### config.mk
export PLATFORM = sky130hd
export DESIGN_NAME = monitor_execute_frame_handler
export DESIGN_NICKNAME = d
export VERILOG_FILES = /design/src/hdl/monitor_execute_frame_handler.v /design/src/hdl/slot_table_mem.v
export VERILOG_INCLUDE_DIRS = /design/src /design/src/pkg
export SDC_FILE = /design/constraint.sdc
export NUM_CORES = 1
export LEC_CHECK = 0
export BUFFER_PORTS_ARGS = -buffer_cell sky130_fd_sc_hd__clkbuf_2
export CORE_MARGIN = 4
export CORE_UTILIZATION = 30
export DETAILED_ROUTE_END_ITERATION = 8
export HOLD_SLACK_MARGIN = 0.08
export PLACE_DENSITY = 0.56
export SLEW_MARGIN = 20
export SYNTH_ARGS = -nofsm -noshare
export SYNTH_HDL_FRONTEND = slang
export SYNTH_SLANG_ARGS = --single-unit
### constraint.sdc
create_clock -name clk_i -period 4.3 [get_ports clk_i]
set_input_delay 0.215 -clock clk_i [delete_from_list [all_inputs] [get_ports clk_i]]
set_output_delay 0.215 -clock clk_i [all_outputs]
set_load 0.005 [all_outputs]
### src/pkg/monitor_exec_regs.vh
// character codes, error codes and state encodings of the monitor-execution frame handler
`ifndef MONITOR_EXEC_REGS_VH
`define MONITOR_EXEC_REGS_VH

// ------------------------------------------------------------
// frame control characters, command characters and ascii digit bounds
// ------------------------------------------------------------
`define MX_ENQ        8'h05
`define MX_ACK        8'h06
`define MX_NAK        8'h15
`define MX_EOT        8'h04
`define MX_ETX        8'h03
`define MX_CMD_UPPER  8'h59
`define MX_CMD_LOWER  8'h79
`define MX_ASCII_ZERO 8'h30
`define MX_ASCII_NINE 8'h39

// ------------------------------------------------------------
// error codes carried in a refusal reply
// ------------------------------------------------------------
`define MX_ERR_BCC    16'h0B01
`define MX_ERR_RANGE  16'h0B02
`define MX_ERR_NOREG  16'h0B03

// ------------------------------------------------------------
// slot table geometry and record layout {fmt, blocks, ndata}
// ------------------------------------------------------------
`define MX_SLOTS      10
`define MX_SLOT_AW    4
`define MX_REC_W      17
`define MX_REC_FMT    16
`define MX_FMT_INDIV  1'b0
`define MX_FMT_CONT   1'b1

// ------------------------------------------------------------
// receive parser states
// ------------------------------------------------------------
`define MX_P_IDLE     4'h0
`define MX_P_ST0      4'h1
`define MX_P_ST1      4'h2
`define MX_P_CMD      4'h3
`define MX_P_RN0      4'h4
`define MX_P_RN1      4'h5
`define MX_P_EOT      4'h6
`define MX_P_BC0      4'h7
`define MX_P_BC1      4'h8
`define MX_P_DONE     4'h9

// ------------------------------------------------------------
// transmit states
// ------------------------------------------------------------
`define MX_T_IDLE     5'h00
`define MX_T_WAIT     5'h01
`define MX_T_HDR      5'h02
`define MX_T_ST0      5'h03
`define MX_T_ST1      5'h04
`define MX_T_CMD      5'h05
`define MX_T_RN0      5'h06
`define MX_T_RN1      5'h07
`define MX_T_NB0      5'h08
`define MX_T_NB1      5'h09
`define MX_T_ND0      5'h0A
`define MX_T_ND1      5'h0B
`define MX_T_FETCH    5'h0C
`define MX_T_DH       5'h0D
`define MX_T_DL       5'h0E
`define MX_T_ERR      5'h0F
`define MX_T_ETX      5'h10
`define MX_T_BC0      5'h11
`define MX_T_BC1      5'h12

`endif

### src/hdl/monitor_execute_frame_handler.v
// monitor-execution request parser and reply frame builder
//
// Behaviour
// - execute reads values bound to named slot
// - lowercase request check: low byte sum ENQ..EOT
// - lowercase error reply check: sum NAK..ETX
// - individual format reply carries block count
// - continuous format reply omits block count
// - failure reply: NAK, fields, 4-char code
// - ten slots, re-registration replaces contents
`timescale 1ns/1ps
`default_nettype none
`include "monitor_exec_regs.vh"

module monitor_execute_frame_handler #(
   parameter SLOTS = `MX_SLOTS
) (
   input  wire       clk_i,
   input  wire       rst_n_i,
   input  wire       rx_valid_i,
   input  wire [7:0] rx_byte_i,
   input  wire [7:0] station_i,
   input  wire       reg_wr_i,
   input  wire [3:0] reg_slot_i,
   input  wire       reg_fmt_i,
   input  wire [7:0] reg_blocks_i,
   input  wire [7:0] reg_ndata_i,
   output reg        val_req_o,
   output reg  [3:0] val_slot_o,
   output reg  [7:0] val_blk_o,
   output reg  [7:0] val_idx_o,
   input  wire       val_ack_i,
   input  wire [7:0] val_data_i,
   output reg        tx_valid_o,
   output reg  [7:0] tx_byte_o,
   input  wire       tx_ready_i
);

   // ------------------------------------------------------------
   // helpers
   // ------------------------------------------------------------
   // ascii hex digit to value; bit 4 flags a non-hex character
   function [4:0] hexval;
      input [7:0] c;
      begin
         if (c >= 8'h30 && c <= 8'h39) hexval = {1'b0, c[3:0]};
         else if ((c >= 8'h41 && c <= 8'h46) || (c >= 8'h61 && c <= 8'h66))
            hexval = {1'b0, c[3:0] + 4'h9};
         else hexval = 5'h10;
      end
   endfunction

   // nibble to upper-case ascii hex digit
   function [7:0] to_hex;
      input [3:0] n;
      begin
         to_hex = (n < 4'hA) ? {4'h3, n} : {4'h4, n - 4'h9};
      end
   endfunction

   // ------------------------------------------------------------
   // registration table
   // ------------------------------------------------------------
   reg  [SLOTS-1:0]        used_q;
   reg  [3:0]              slot_q;
   wire [`MX_REC_W-1:0]    rec;
   wire                    fmt    = rec[`MX_REC_FMT];
   wire [7:0]              blocks = rec[15:8];
   wire [7:0]              ndata  = rec[7:0];
   wire                    reg_ok = (reg_slot_i < SLOTS);

   slot_table_mem #(
      .DEPTH (SLOTS),
      .AW    (`MX_SLOT_AW),
      .DW    (`MX_REC_W)
   ) u_table (
      .clk_i     (clk_i),
      .wr_en_i   (reg_wr_i & reg_ok),
      .wr_addr_i (reg_slot_i),
      .wr_data_i ({reg_fmt_i, reg_blocks_i, reg_ndata_i}),
      .rd_addr_i (slot_q),
      .rd_data_o (rec)
   );

   // a slot stays in use once registered; a new record overwrites the old
   always @(posedge clk_i or negedge rst_n_i) begin
      if (!rst_n_i) begin
         used_q <= {SLOTS{1'b0}};
      end else if (reg_wr_i && reg_ok) begin
         used_q[reg_slot_i] <= 1'b1;
      end
   end

   // ------------------------------------------------------------
   // request parser
   // ------------------------------------------------------------
   reg  [3:0]  p_q;
   reg  [7:0]  rsum_q;
   reg  [15:0] st_q;
   reg  [15:0] rn_q;
   reg  [15:0] bc_q;
   reg  [7:0]  cmd_q;
   reg         lower_q;
   reg         go_q;
   reg         nak_q;
   reg  [15:0] err_q;
   reg  [4:0]  t_q;
   wire        tx_busy = (t_q != `MX_T_IDLE) | go_q;
   wire [4:0]  st_hi   = hexval(st_q[15:8]);
   wire [4:0]  st_lo   = hexval(st_q[7:0]);
   wire [4:0]  bc_hi   = hexval(bc_q[15:8]);
   wire [4:0]  bc_lo   = hexval(bc_q[7:0]);
   wire        addr_ok = !st_hi[4] && !st_lo[4] && ({st_hi[3:0], st_lo[3:0]} == station_i);
   wire        bcc_ok  = !lower_q ||
                         (!bc_hi[4] && !bc_lo[4] && ({bc_hi[3:0], bc_lo[3:0]} == rsum_q));
   wire        rn_ok   = (rn_q[15:8] == `MX_ASCII_ZERO) &&
                         (rn_q[7:0] >= `MX_ASCII_ZERO) && (rn_q[7:0] <= `MX_ASCII_NINE);

   // bytes arriving while a reply is in progress are dropped, ENQ included; otherwise an ENQ restarts
   always @(posedge clk_i or negedge rst_n_i) begin
      if (!rst_n_i) begin
         p_q     <= `MX_P_IDLE;
         rsum_q  <= 8'h00;
         st_q    <= 16'h0000;
         rn_q    <= 16'h0000;
         bc_q    <= 16'h0000;
         cmd_q   <= 8'h00;
         lower_q <= 1'b0;
         go_q    <= 1'b0;
         nak_q   <= 1'b0;
         err_q   <= 16'h0000;
         slot_q  <= 4'h0;
      end else begin
         go_q <= 1'b0;
         if (p_q == `MX_P_DONE) begin
            p_q <= `MX_P_IDLE;
            // frames for another station are silently ignored
            if (addr_ok) begin
               go_q   <= 1'b1;
               slot_q <= rn_q[3:0];
               nak_q  <= !bcc_ok || !rn_ok || !used_q[rn_q[3:0]];
               if (!bcc_ok) err_q <= `MX_ERR_BCC;
               else if (!rn_ok) err_q <= `MX_ERR_RANGE;
               else err_q <= `MX_ERR_NOREG;
            end
         end else if (rx_valid_i && !tx_busy) begin
            if (rx_byte_i == `MX_ENQ) begin
               p_q    <= `MX_P_ST0;
               rsum_q <= `MX_ENQ;
            end else begin
               if (p_q < `MX_P_BC0) rsum_q <= rsum_q + rx_byte_i;
               case (p_q)
                  `MX_P_ST0: begin
                     st_q[15:8] <= rx_byte_i;
                     p_q        <= `MX_P_ST1;
                  end
                  `MX_P_ST1: begin
                     st_q[7:0] <= rx_byte_i;
                     p_q       <= `MX_P_CMD;
                  end
                  `MX_P_CMD: begin
                     // any other command belongs to another handler
                     cmd_q   <= rx_byte_i;
                     lower_q <= (rx_byte_i == `MX_CMD_LOWER);
                     p_q     <= (rx_byte_i == `MX_CMD_LOWER || rx_byte_i == `MX_CMD_UPPER) ?
                                `MX_P_RN0 : `MX_P_IDLE;
                  end
                  `MX_P_RN0: begin
                     rn_q[15:8] <= rx_byte_i;
                     p_q        <= `MX_P_RN1;
                  end
                  `MX_P_RN1: begin
                     rn_q[7:0] <= rx_byte_i;
                     p_q       <= `MX_P_EOT;
                  end
                  `MX_P_EOT: begin
                     if (rx_byte_i != `MX_EOT) p_q <= `MX_P_IDLE;
                     else if (lower_q) p_q <= `MX_P_BC0;
                     else p_q <= `MX_P_DONE;
                  end
                  `MX_P_BC0: begin
                     bc_q[15:8] <= rx_byte_i;
                     p_q        <= `MX_P_BC1;
                  end
                  `MX_P_BC1: begin
                     bc_q[7:0] <= rx_byte_i;
                     p_q       <= `MX_P_DONE;
                  end
                  default: p_q <= `MX_P_IDLE;
               endcase
            end
         end
      end
   end

   // ------------------------------------------------------------
   // reply builder: next character and next state
   // ------------------------------------------------------------
   reg  [7:0] tsum_q;
   reg  [7:0] blk_q;
   reg  [7:0] idx_q;
   reg  [7:0] dat_q;
   reg  [1:0] ecnt_q;
   reg  [7:0] nb;
   reg  [4:0] nx;
   reg        emit;
   wire [7:0] fsum    = tsum_q + `MX_ETX;
   wire [7:0] blk_nx  = blk_q + 8'h01;
   wire [4:0] blk_end = (fmt == `MX_FMT_INDIV && blk_nx < blocks) ? `MX_T_ND0 : `MX_T_ETX;
   wire [3:0] err_nib = err_q[{~ecnt_q, 2'b00} +: 4];

   always @* begin
      nb   = 8'h00;
      nx   = t_q;
      emit = 1'b1;
      case (t_q)
         `MX_T_HDR: begin
            nb = nak_q ? `MX_NAK : `MX_ACK;
            nx = `MX_T_ST0;
         end
         `MX_T_ST0: begin nb = st_q[15:8]; nx = `MX_T_ST1; end
         `MX_T_ST1: begin nb = st_q[7:0]; nx = `MX_T_CMD; end
         `MX_T_CMD: begin nb = cmd_q; nx = `MX_T_RN0; end
         `MX_T_RN0: begin nb = rn_q[15:8]; nx = `MX_T_RN1; end
         `MX_T_RN1: begin
            nb = rn_q[7:0];
            if (nak_q) nx = `MX_T_ERR;
            else if (fmt == `MX_FMT_CONT) nx = `MX_T_ND0;
            else nx = `MX_T_NB0;
         end
         `MX_T_NB0: begin nb = to_hex(blocks[7:4]); nx = `MX_T_NB1; end
         `MX_T_NB1: begin
            nb = to_hex(blocks[3:0]);
            nx = (blocks == 8'h00) ? `MX_T_ETX : `MX_T_ND0;
         end
         `MX_T_ND0: begin nb = to_hex(ndata[7:4]); nx = `MX_T_ND1; end
         `MX_T_ND1: begin
            nb = to_hex(ndata[3:0]);
            nx = (ndata == 8'h00) ? blk_end : `MX_T_FETCH;
         end
         `MX_T_DH: begin nb = to_hex(dat_q[7:4]); nx = `MX_T_DL; end
         `MX_T_DL: begin
            nb = to_hex(dat_q[3:0]);
            nx = (idx_q + 8'h01 < ndata) ? `MX_T_FETCH : blk_end;
         end
         `MX_T_ERR: begin
            nb = to_hex(err_nib);
            nx = (ecnt_q == 2'h3) ? `MX_T_ETX : `MX_T_ERR;
         end
         `MX_T_ETX: begin
            nb = `MX_ETX;
            nx = lower_q ? `MX_T_BC0 : `MX_T_IDLE;
         end
         `MX_T_BC0: begin nb = to_hex(fsum[7:4]); nx = `MX_T_BC1; end
         `MX_T_BC1: begin nb = to_hex(fsum[3:0]); nx = `MX_T_IDLE; end
         default: emit = 1'b0;
      endcase
   end

   // ------------------------------------------------------------
   // reply builder: byte handshake, value fetch and counters
   // ------------------------------------------------------------
   // a character is held on tx_byte_o until tx_ready_i takes it
   always @(posedge clk_i or negedge rst_n_i) begin
      if (!rst_n_i) begin
         t_q        <= `MX_T_IDLE;
         tsum_q     <= 8'h00;
         blk_q      <= 8'h00;
         idx_q      <= 8'h00;
         dat_q      <= 8'h00;
         ecnt_q     <= 2'h0;
         tx_valid_o <= 1'b0;
         tx_byte_o  <= 8'h00;
         val_req_o  <= 1'b0;
         val_slot_o <= 4'h0;
         val_blk_o  <= 8'h00;
         val_idx_o  <= 8'h00;
      end else begin
         if (tx_valid_o && tx_ready_i) tx_valid_o <= 1'b0;
         case (t_q)
            `MX_T_IDLE: if (go_q) t_q <= `MX_T_WAIT;
            // one cycle for the table read to settle on slot_q
            `MX_T_WAIT: t_q <= `MX_T_HDR;
            `MX_T_FETCH: begin
               if (!val_req_o) begin
                  val_req_o  <= 1'b1;
                  val_slot_o <= slot_q;
                  val_blk_o  <= blk_q;
                  val_idx_o  <= idx_q;
               end else if (val_ack_i) begin
                  val_req_o <= 1'b0;
                  dat_q     <= val_data_i;
                  t_q       <= `MX_T_DH;
               end
            end
            default: begin
               if (emit && (!tx_valid_o || tx_ready_i)) begin
                  tx_valid_o <= 1'b1;
                  tx_byte_o  <= nb;
                  t_q        <= nx;
                  // running sum covers header through tail, restarted per reply
                  if (t_q == `MX_T_HDR) tsum_q <= nb;
                  else if (t_q < `MX_T_ETX) tsum_q <= tsum_q + nb;
                  if (t_q == `MX_T_HDR) begin
                     blk_q  <= 8'h00;
                     ecnt_q <= 2'h0;
                  end
                  if (t_q == `MX_T_ERR) ecnt_q <= ecnt_q + 2'h1;
                  if (t_q == `MX_T_ND1) idx_q <= 8'h00;
                  if (t_q == `MX_T_DL) idx_q <= idx_q + 8'h01;
                  if ((t_q == `MX_T_DL || t_q == `MX_T_ND1) && nx == `MX_T_ND0)
                     blk_q <= blk_nx;
               end
            end
         endcase
      end
   end

endmodule
`default_nettype wire

### src/hdl/slot_table_mem.v
// small memory holding one registration record per slot, registered read
`timescale 1ns/1ps
`default_nettype none

module slot_table_mem #(
   parameter DEPTH = 10,
   parameter AW    = 4,
   parameter DW    = 17
) (
   input  wire          clk_i,
   input  wire          wr_en_i,
   input  wire [AW-1:0] wr_addr_i,
   input  wire [DW-1:0] wr_data_i,
   input  wire [AW-1:0] rd_addr_i,
   output reg  [DW-1:0] rd_data_o
);

   reg [DW-1:0] mem [0:DEPTH-1];

   // write replaces any earlier record; read data leave a flip-flop
   always @(posedge clk_i) begin
      if (wr_en_i) begin
         mem[wr_addr_i] <= wr_data_i;
      end
      rd_data_o <= mem[rd_addr_i];
   end

endmodule
`default_nettype wire

Word-level counts from Yosys, hierarchy flattened
Memory sizes are Yosys's and may differ from the RTL's. A register that Yosys moved wholly into a read port is not among the register bits.
Cells that the tools add are included.
W data, S select, Z words.

operators by class
  add/sub/neg operators = 19
  $lt $le $gt $ge = 43
  equality and inequality tests = 39
  shifts and indexed selects = 1
  multiplexer cells = 66
  bitwise logic cells = 9
  reductions and logical operators = 75

operators with widths
  cell                   number
  $pmux W8 S16           1
  $mux W5                19
  $pmux W5 S16           1
  $ge A8 B7 Y1 const B   8
  $le A8 B7 Y1 const B   8
  $mux W8                8
  $mux W7                9
  $eq A5 B4 Y1 const B   9
  $ge A8 B6 Y1 const B   5
  $le A8 B6 Y1 const B   5
  $lt A4 B4 Y1 const B   10
  $sub A4 B4 Y4 const B  9
  $pmux W4 S8            1
  $reduce_and A4 Y1      8
  $logic_and A1 B1 Y1    25
  $eq A5 B3 Y1 const B   4
  $mux W4                5
  $reduce_and A3 Y1      6
  $add A4 B4 Y4 const B  4
  $add A8 B1 Y8 const B  2
  $add A8 B8 Y8          2
  $eq A4 B3 Y1 const B   4
  $eq A8 B7 Y1 const B   2
  $eq A8 B8 Y1           2
  40 further kinds       95

word-level totals
  register bits = 170
  bits in writable memories = 170
  bits of input ports = 51
  memories = 1

memory list
  name         depth  width  rd ports  clocked after Yosys merged registers in  write ports  RTL line             text
  u_table.mem  10     17     1         1                                        1            slot_table_mem.v:18  reg [DW-1:0] mem [0:DEPTH-1];

Depth between registers and ports, before layout
  word-level depth = 12
  depth in mapped cells = 18
  mapped depth without buffers = 18

Hierarchy
From an unflattened synthesis, not the netlist that was laid out.

second synthesis, totals
  cells, all modules = 1421
  area total of the unflattened synthesis = 17286.6 um2

by module, submodules not included
  module                         times used  cells each  area each (um2)  sequential area each (um2)
  monitor_execute_frame_handler  1           1041        10163.5          3928.8
  slot_table_mem                 1           380         7123.1           5445.2

Worst setup path before layout
No wires, ideal clock.

  path kind = register to register
  start = register tsum_q[1]
  end = register tsum_q[7]
  data arrival time = 3.618 ns
  data required time = 4.217 ns
  path slack = 0.599 ns
  stages on the path, launching flop included = 17
  path buffers = 0
  clock period less this slack = 3.701 ns
  cell sequence = dfrtp_1 > inv_1 > ha_1 > a21oi_1 > o21bai_1 > o2bb2ai_1 > a22oi_1 > mux2i_1 > a211o_1 > ha_1 > a21o_1 > a21oi_1 > o21ai_0 > o41ai_1 > xnor2_1 > or4_1 > o21ai_0

between the ends
  longest elaborated chain between the ends = 7

ends and longest elaborated chain
  what                                                  RTL line                             text
  start: declaration                                    monitor_execute_frame_handler.v:199  reg [7:0] tsum_q;
  start signal: assignment                              monitor_execute_frame_handler.v:302  if (t_q == `MX_T_HDR) tsum_q <= nb;
  start signal: assignment                              monitor_execute_frame_handler.v:303  else if (t_q < `MX_T_ETX) tsum_q <= tsum_q + nb;
  $add A8 B2 Y8 (no source line) (*)                    --
  $sub A4 B4 Y4 / $lt A4 B4 Y1 (equally long branches)  monitor_execute_frame_handler.v:57   to_hex = (n < 4'hA) ? {4'h3, n} : {4'h4, n - 4'h9};
  $mux W7                                               monitor_execute_frame_handler.v:57
  $pmux W8 S16 (*)                                      monitor_execute_frame_handler.v:216  case (t_q)
  via nb[1]                                             monitor_execute_frame_handler.v:204  reg [7:0] nb;
  $add A8 B8 Y8 (*)                                     monitor_execute_frame_handler.v:303
  $mux W8 (*)                                           monitor_execute_frame_handler.v:303
  $mux W8 (*)                                           monitor_execute_frame_handler.v:302

The timed path passes the listed nets; every way through them passes the cells marked *. The select of a mux whose other input is x is not followed.
A chain may end at the register's enable or synchronous reset.

Final worst setup path
  start = register t_q[0]
  end = register tsum_q[7]

between the ends
  longest elaborated chain between the ends = 5

ends and longest elaborated chain
  what                                  RTL line                             text
  start: declaration                    monitor_execute_frame_handler.v:107  reg [4:0] t_q;
  start signal: assignment              monitor_execute_frame_handler.v:266  t_q <= `MX_T_IDLE;
  start signal: assignment              monitor_execute_frame_handler.v:281  `MX_T_IDLE: if (go_q) t_q <= `MX_T_WAIT;
  start signal: assignment              monitor_execute_frame_handler.v:283  `MX_T_WAIT: t_q <= `MX_T_HDR;
  $eq A5 B5 Y1 (tied with other cells)  --
  $pmux W8 S16 (*)                      monitor_execute_frame_handler.v:216
  via nb[1]                             monitor_execute_frame_handler.v:204
  $add A8 B8 Y8 (*)                     monitor_execute_frame_handler.v:303
  $mux W8 (*)                           monitor_execute_frame_handler.v:303
  $mux W8 (*)                           monitor_execute_frame_handler.v:302

Marked as above.

==> flow_summary_export.csv <==
group,metric,value,unit
worst_setup_path,startpoint_type,"flip-flop",
worst_setup_path,worst_setup_path_end_kind,"flip-flop",
routing,vias,11781,
routing,wl_per_cell,19.73,um
worst_setup_path,path_cells,"and2_1, and3_1, and3_1, a2111oi_0, buf_4, nand3_1, a211o_1, ha_1, a21o_1, a21oi_1, o21ai_0, o41ai_1, xnor2_1, or4_1, o21ai_0",
sta,hold_viol_final,0,
worst_setup_path,cp.arrival,4540,ps
yosys,syn_nets,1481,
sta,post-route-period-util,94.68,%
global_routing,groute.usage.overall,14.87,%
yosys,async_flop_share,45.64,%
yosys,synth-seq-cells,344,
sta,whs,148.4,ps
routing,ant_nets,0,
routing,wl,45410,um
yosys,synth.distinct_cells,87,
sta,rsz0062_at_grt,"false",
layout,num_antenna_cells,0,
sta,min_period,4071,ps
yosys,synth-seq-area-share,55.01,%
cts,clock-sinks,344,
routing,wl_met3,2028,um
layout,drive_gt1_share,22.51,%
power_and_ir_drop,power_leakage,8.066,nW
yosys,syn_area,17040,um^2
cts,cts.clk_slew.worst_paths,60,ps
global_routing,antenna_found_initial,0,
cts,cts_tree,"done",
routing,drc_errors,0,
worst_setup_path,cp.required,4770,ps
cts,cts_root_buf,"clkbuf_16",
yosys,synth.top_cell.area_share,29.96,%
place,dp_hpwl,31080,um
yosys,synth.area.top_cells,"edfxtp_1 30%, dfrtp_1 23%, mux2_2 5.5%",
global_routing,globalRouteOverflowTotal,0,
worst_setup_path,crit_type,"reg2reg",
die,io_pins,81,
routing,drtIter0Drc,914,
worst_setup_path,r2r_slack,230,ps
power_and_ir_drop,p_per_area,499.0,nW/um^2
layout,fin_nets,1624,
sta,finalSetupTns,0,ps
die,start_util,30.28,%
die,fp.dieW,246.3,um
routing,drt-pass1-iter-count,5,
layout,fin_util,35.91,%
yosys,synthCells,1372,
sta,tightest_slew,992.6,ps
yosys,syn_avg_cell_area,12.42,um^2
hold_path,min_path_type,"in2reg",
yosys,yosysTopAreaCell,"edfxtp_1",
die,die_h,246.3,um
die,rows,87,
global_routing,grt_pass1_wl,70650,um
routing,avgViaCountPerCell,5.118,
place,portBuffers,80,
sta,skew,44.09,ps
layout,fill_cells,5539,
power_and_ir_drop,power,10.08,mW
sta,timing.fmax,245.6,MHz
die,die-area,60680,um^2
routing,highest_layer,"met4",
place,dpl_worst_slack,151.8,ps
power_and_ir_drop,vdd.ir_drop.worst,0.2326,mV
global_routing,grt_max_degree,82,
yosys,synth_edf_count,170,
worst_setup_path,cpPeakStageDelay,520,ps
cts,clockBufferDepth,3,
cts,htree_levels,2,
routing,wl_met1,20820,um
yosys,synth-warning-count,0,
routing,wl_met2,21420,um
cts,clk_latency,590,ps
global_routing,grt_pass1_vias,11946,
sta,setup_ws,228.9,ps
cts,numCtsBuffers,40,
worst_setup_path,path_max_fanout,18,
layout,area_growth,18.59,%
sta,drv_slew,0,
place,place.gp.congestion,0.8905,
yosys,synth_ff_type,"edfxtp_1",
outcome,outcome,"finished, final reports clean",
sta,finalSetupViolations,0,
run,maxCapViolations,0,
sta,slew_headroom,33.82,%
die,core-area,56280,um^2
worst_setup_path,critPathSlowestCell,"dfrtp_2",
-- timing repair --
action	in CTS	in global routing
setup endpoints to repair	0	2
hold buffers	31	0
gates resized for setup	0	6
hold endpoints to repair	260	0
buffers inserted	0	0
-- final cells by class --
cell class / count / area, um^2 / share of cell area [%]
clock buffer: 45 / 1030 / 5.095
sequential: 344 / 9382 / 46.42
multi-input combinational: 915 / 7253 / 35.89
tap: 756 / 945.9 / 4.681
clock inverter: 28 / 319.1 / 1.579
timing repair buffer: 158 / 1070 / 5.293
inverter: 56 / 210.2 / 1.040
-- worst paths after layout --
kind | from | end | depth (start not counted)
max | t_q[0] | tsum_q[7] | 15
min | rx_byte_i[0] | bc_q[8] | 3
max reg2reg | t_q[0] | tsum_q[7] | 15
min reg2reg | used_q[8] | used_q[8] | 1
max in group asynchronous | rst_n_i | dat_q[5] | 3
min in group asynchronous | rst_n_i | bc_q[9] | 2
-- cells in the final DEF, fill, tap and decap left out, types with 8 or more instances in the layout --
cell and n:
clkbuf_16 40, clkbuf_2 79, a21oi_1 61, dfxtp_1 17
mux4_2 36, and3_1 18, mux2i_1 24, o21ai_0 64
nand4_1 10, a22o_1 9, dlygate4sd3_1 31, mux2_2 83
a211oi_1 32, a22oi_1 9, o211ai_1 11, nor2_1 52
and2_1 13, buf_4 47, nand2b_1 13, xnor2_1 29
or2_2 13, a21o_1 12, nand3b_1 12, dfrtp_1 153
o21bai_1 8, nor2b_1 28, edfxtp_1 170, clkinv_1 9
nor4_1 10, inv_1 56, nor3_1 24, ha_1 56
nand2_1 91, xor2_1 21, nand3_1 36, a32o_1 11
-- power breakdown --
part           internal [mW]  total, mW  switching (mW)
clock                   2.00       3.46            1.46
combinational           1.10       2.58            1.48
sequential              3.73       4.05           0.322
total                   6.83       10.1            3.25
-- per-stage QoR --
stage | std cells | instance area (um^2)
after floorplan | 1372 | 17040
after global placement | 2198 | 18530
after detailed placement | 2198 | 18530
after CTS | 2302 | 20190
after global routing | 2302 | 20210
final | 2302 | 20210
-- routing by layer --
metal	vias up	track usage (%)
li1	5505	-
met1	5953	20.38
met2	252	24.32
met3	71	2.514
met4	0	4.338
met5	-	0
-- sequential cells by signal, summed over array words and instances (netlist names), 2 cells and up --
signal and count:
val_slot_o 4, tsum_q 8, val_idx_o 8, p_q 4
bc_q 16, u_table.rd_data_o 17, slot_q 4, rsum_q 8
val_blk_o 8, u_table.mem 170, st_q 16, cmd_q 8
tx_byte_o 8, t_q 5, ecnt_q 2, used_q 10
rn_q 16, dat_q 8, blk_q 8, err_q 3
idx_q 8
-- critical path, delay by kind of cell, from the launching register on --
family | cells | cell delay [ps]
adders and majority gates | 1 | 290
xor gates and xnor gates | 1 | 130
buffers and inverters | 1 | 190
DFF | 1 | 520
AOI/OAI and AO/OA | 7 | 1640
and+or+nand+nor | 5 | 1190
-- synthesized netlist by cell type, drive strengths merged, types with 36 or more instances --
cell / instances
edfxtp: 170
dfrtp: 157
nand2: 91
mux2: 84
o21ai: 66
a21oi: 62
ha: 56
inv: 56
nor2: 54
clkbuf: 46
mux4: 36
nand3: 36
-- cell families (layout without fill, tap and decap cells) --
kind of cell	Yosys count	in the layout	synth area share (%)
xor+xnor	50	50	2.570
simple gates	367	367	11.71
mux	144	144	11.74
flops	344	344	55.01
buf+inv	113	287	2.621
compound gates	296	296	12.00
fa+ha+maj	58	58	4.347
Note: power is estimated with default switching activity, not from simulation.
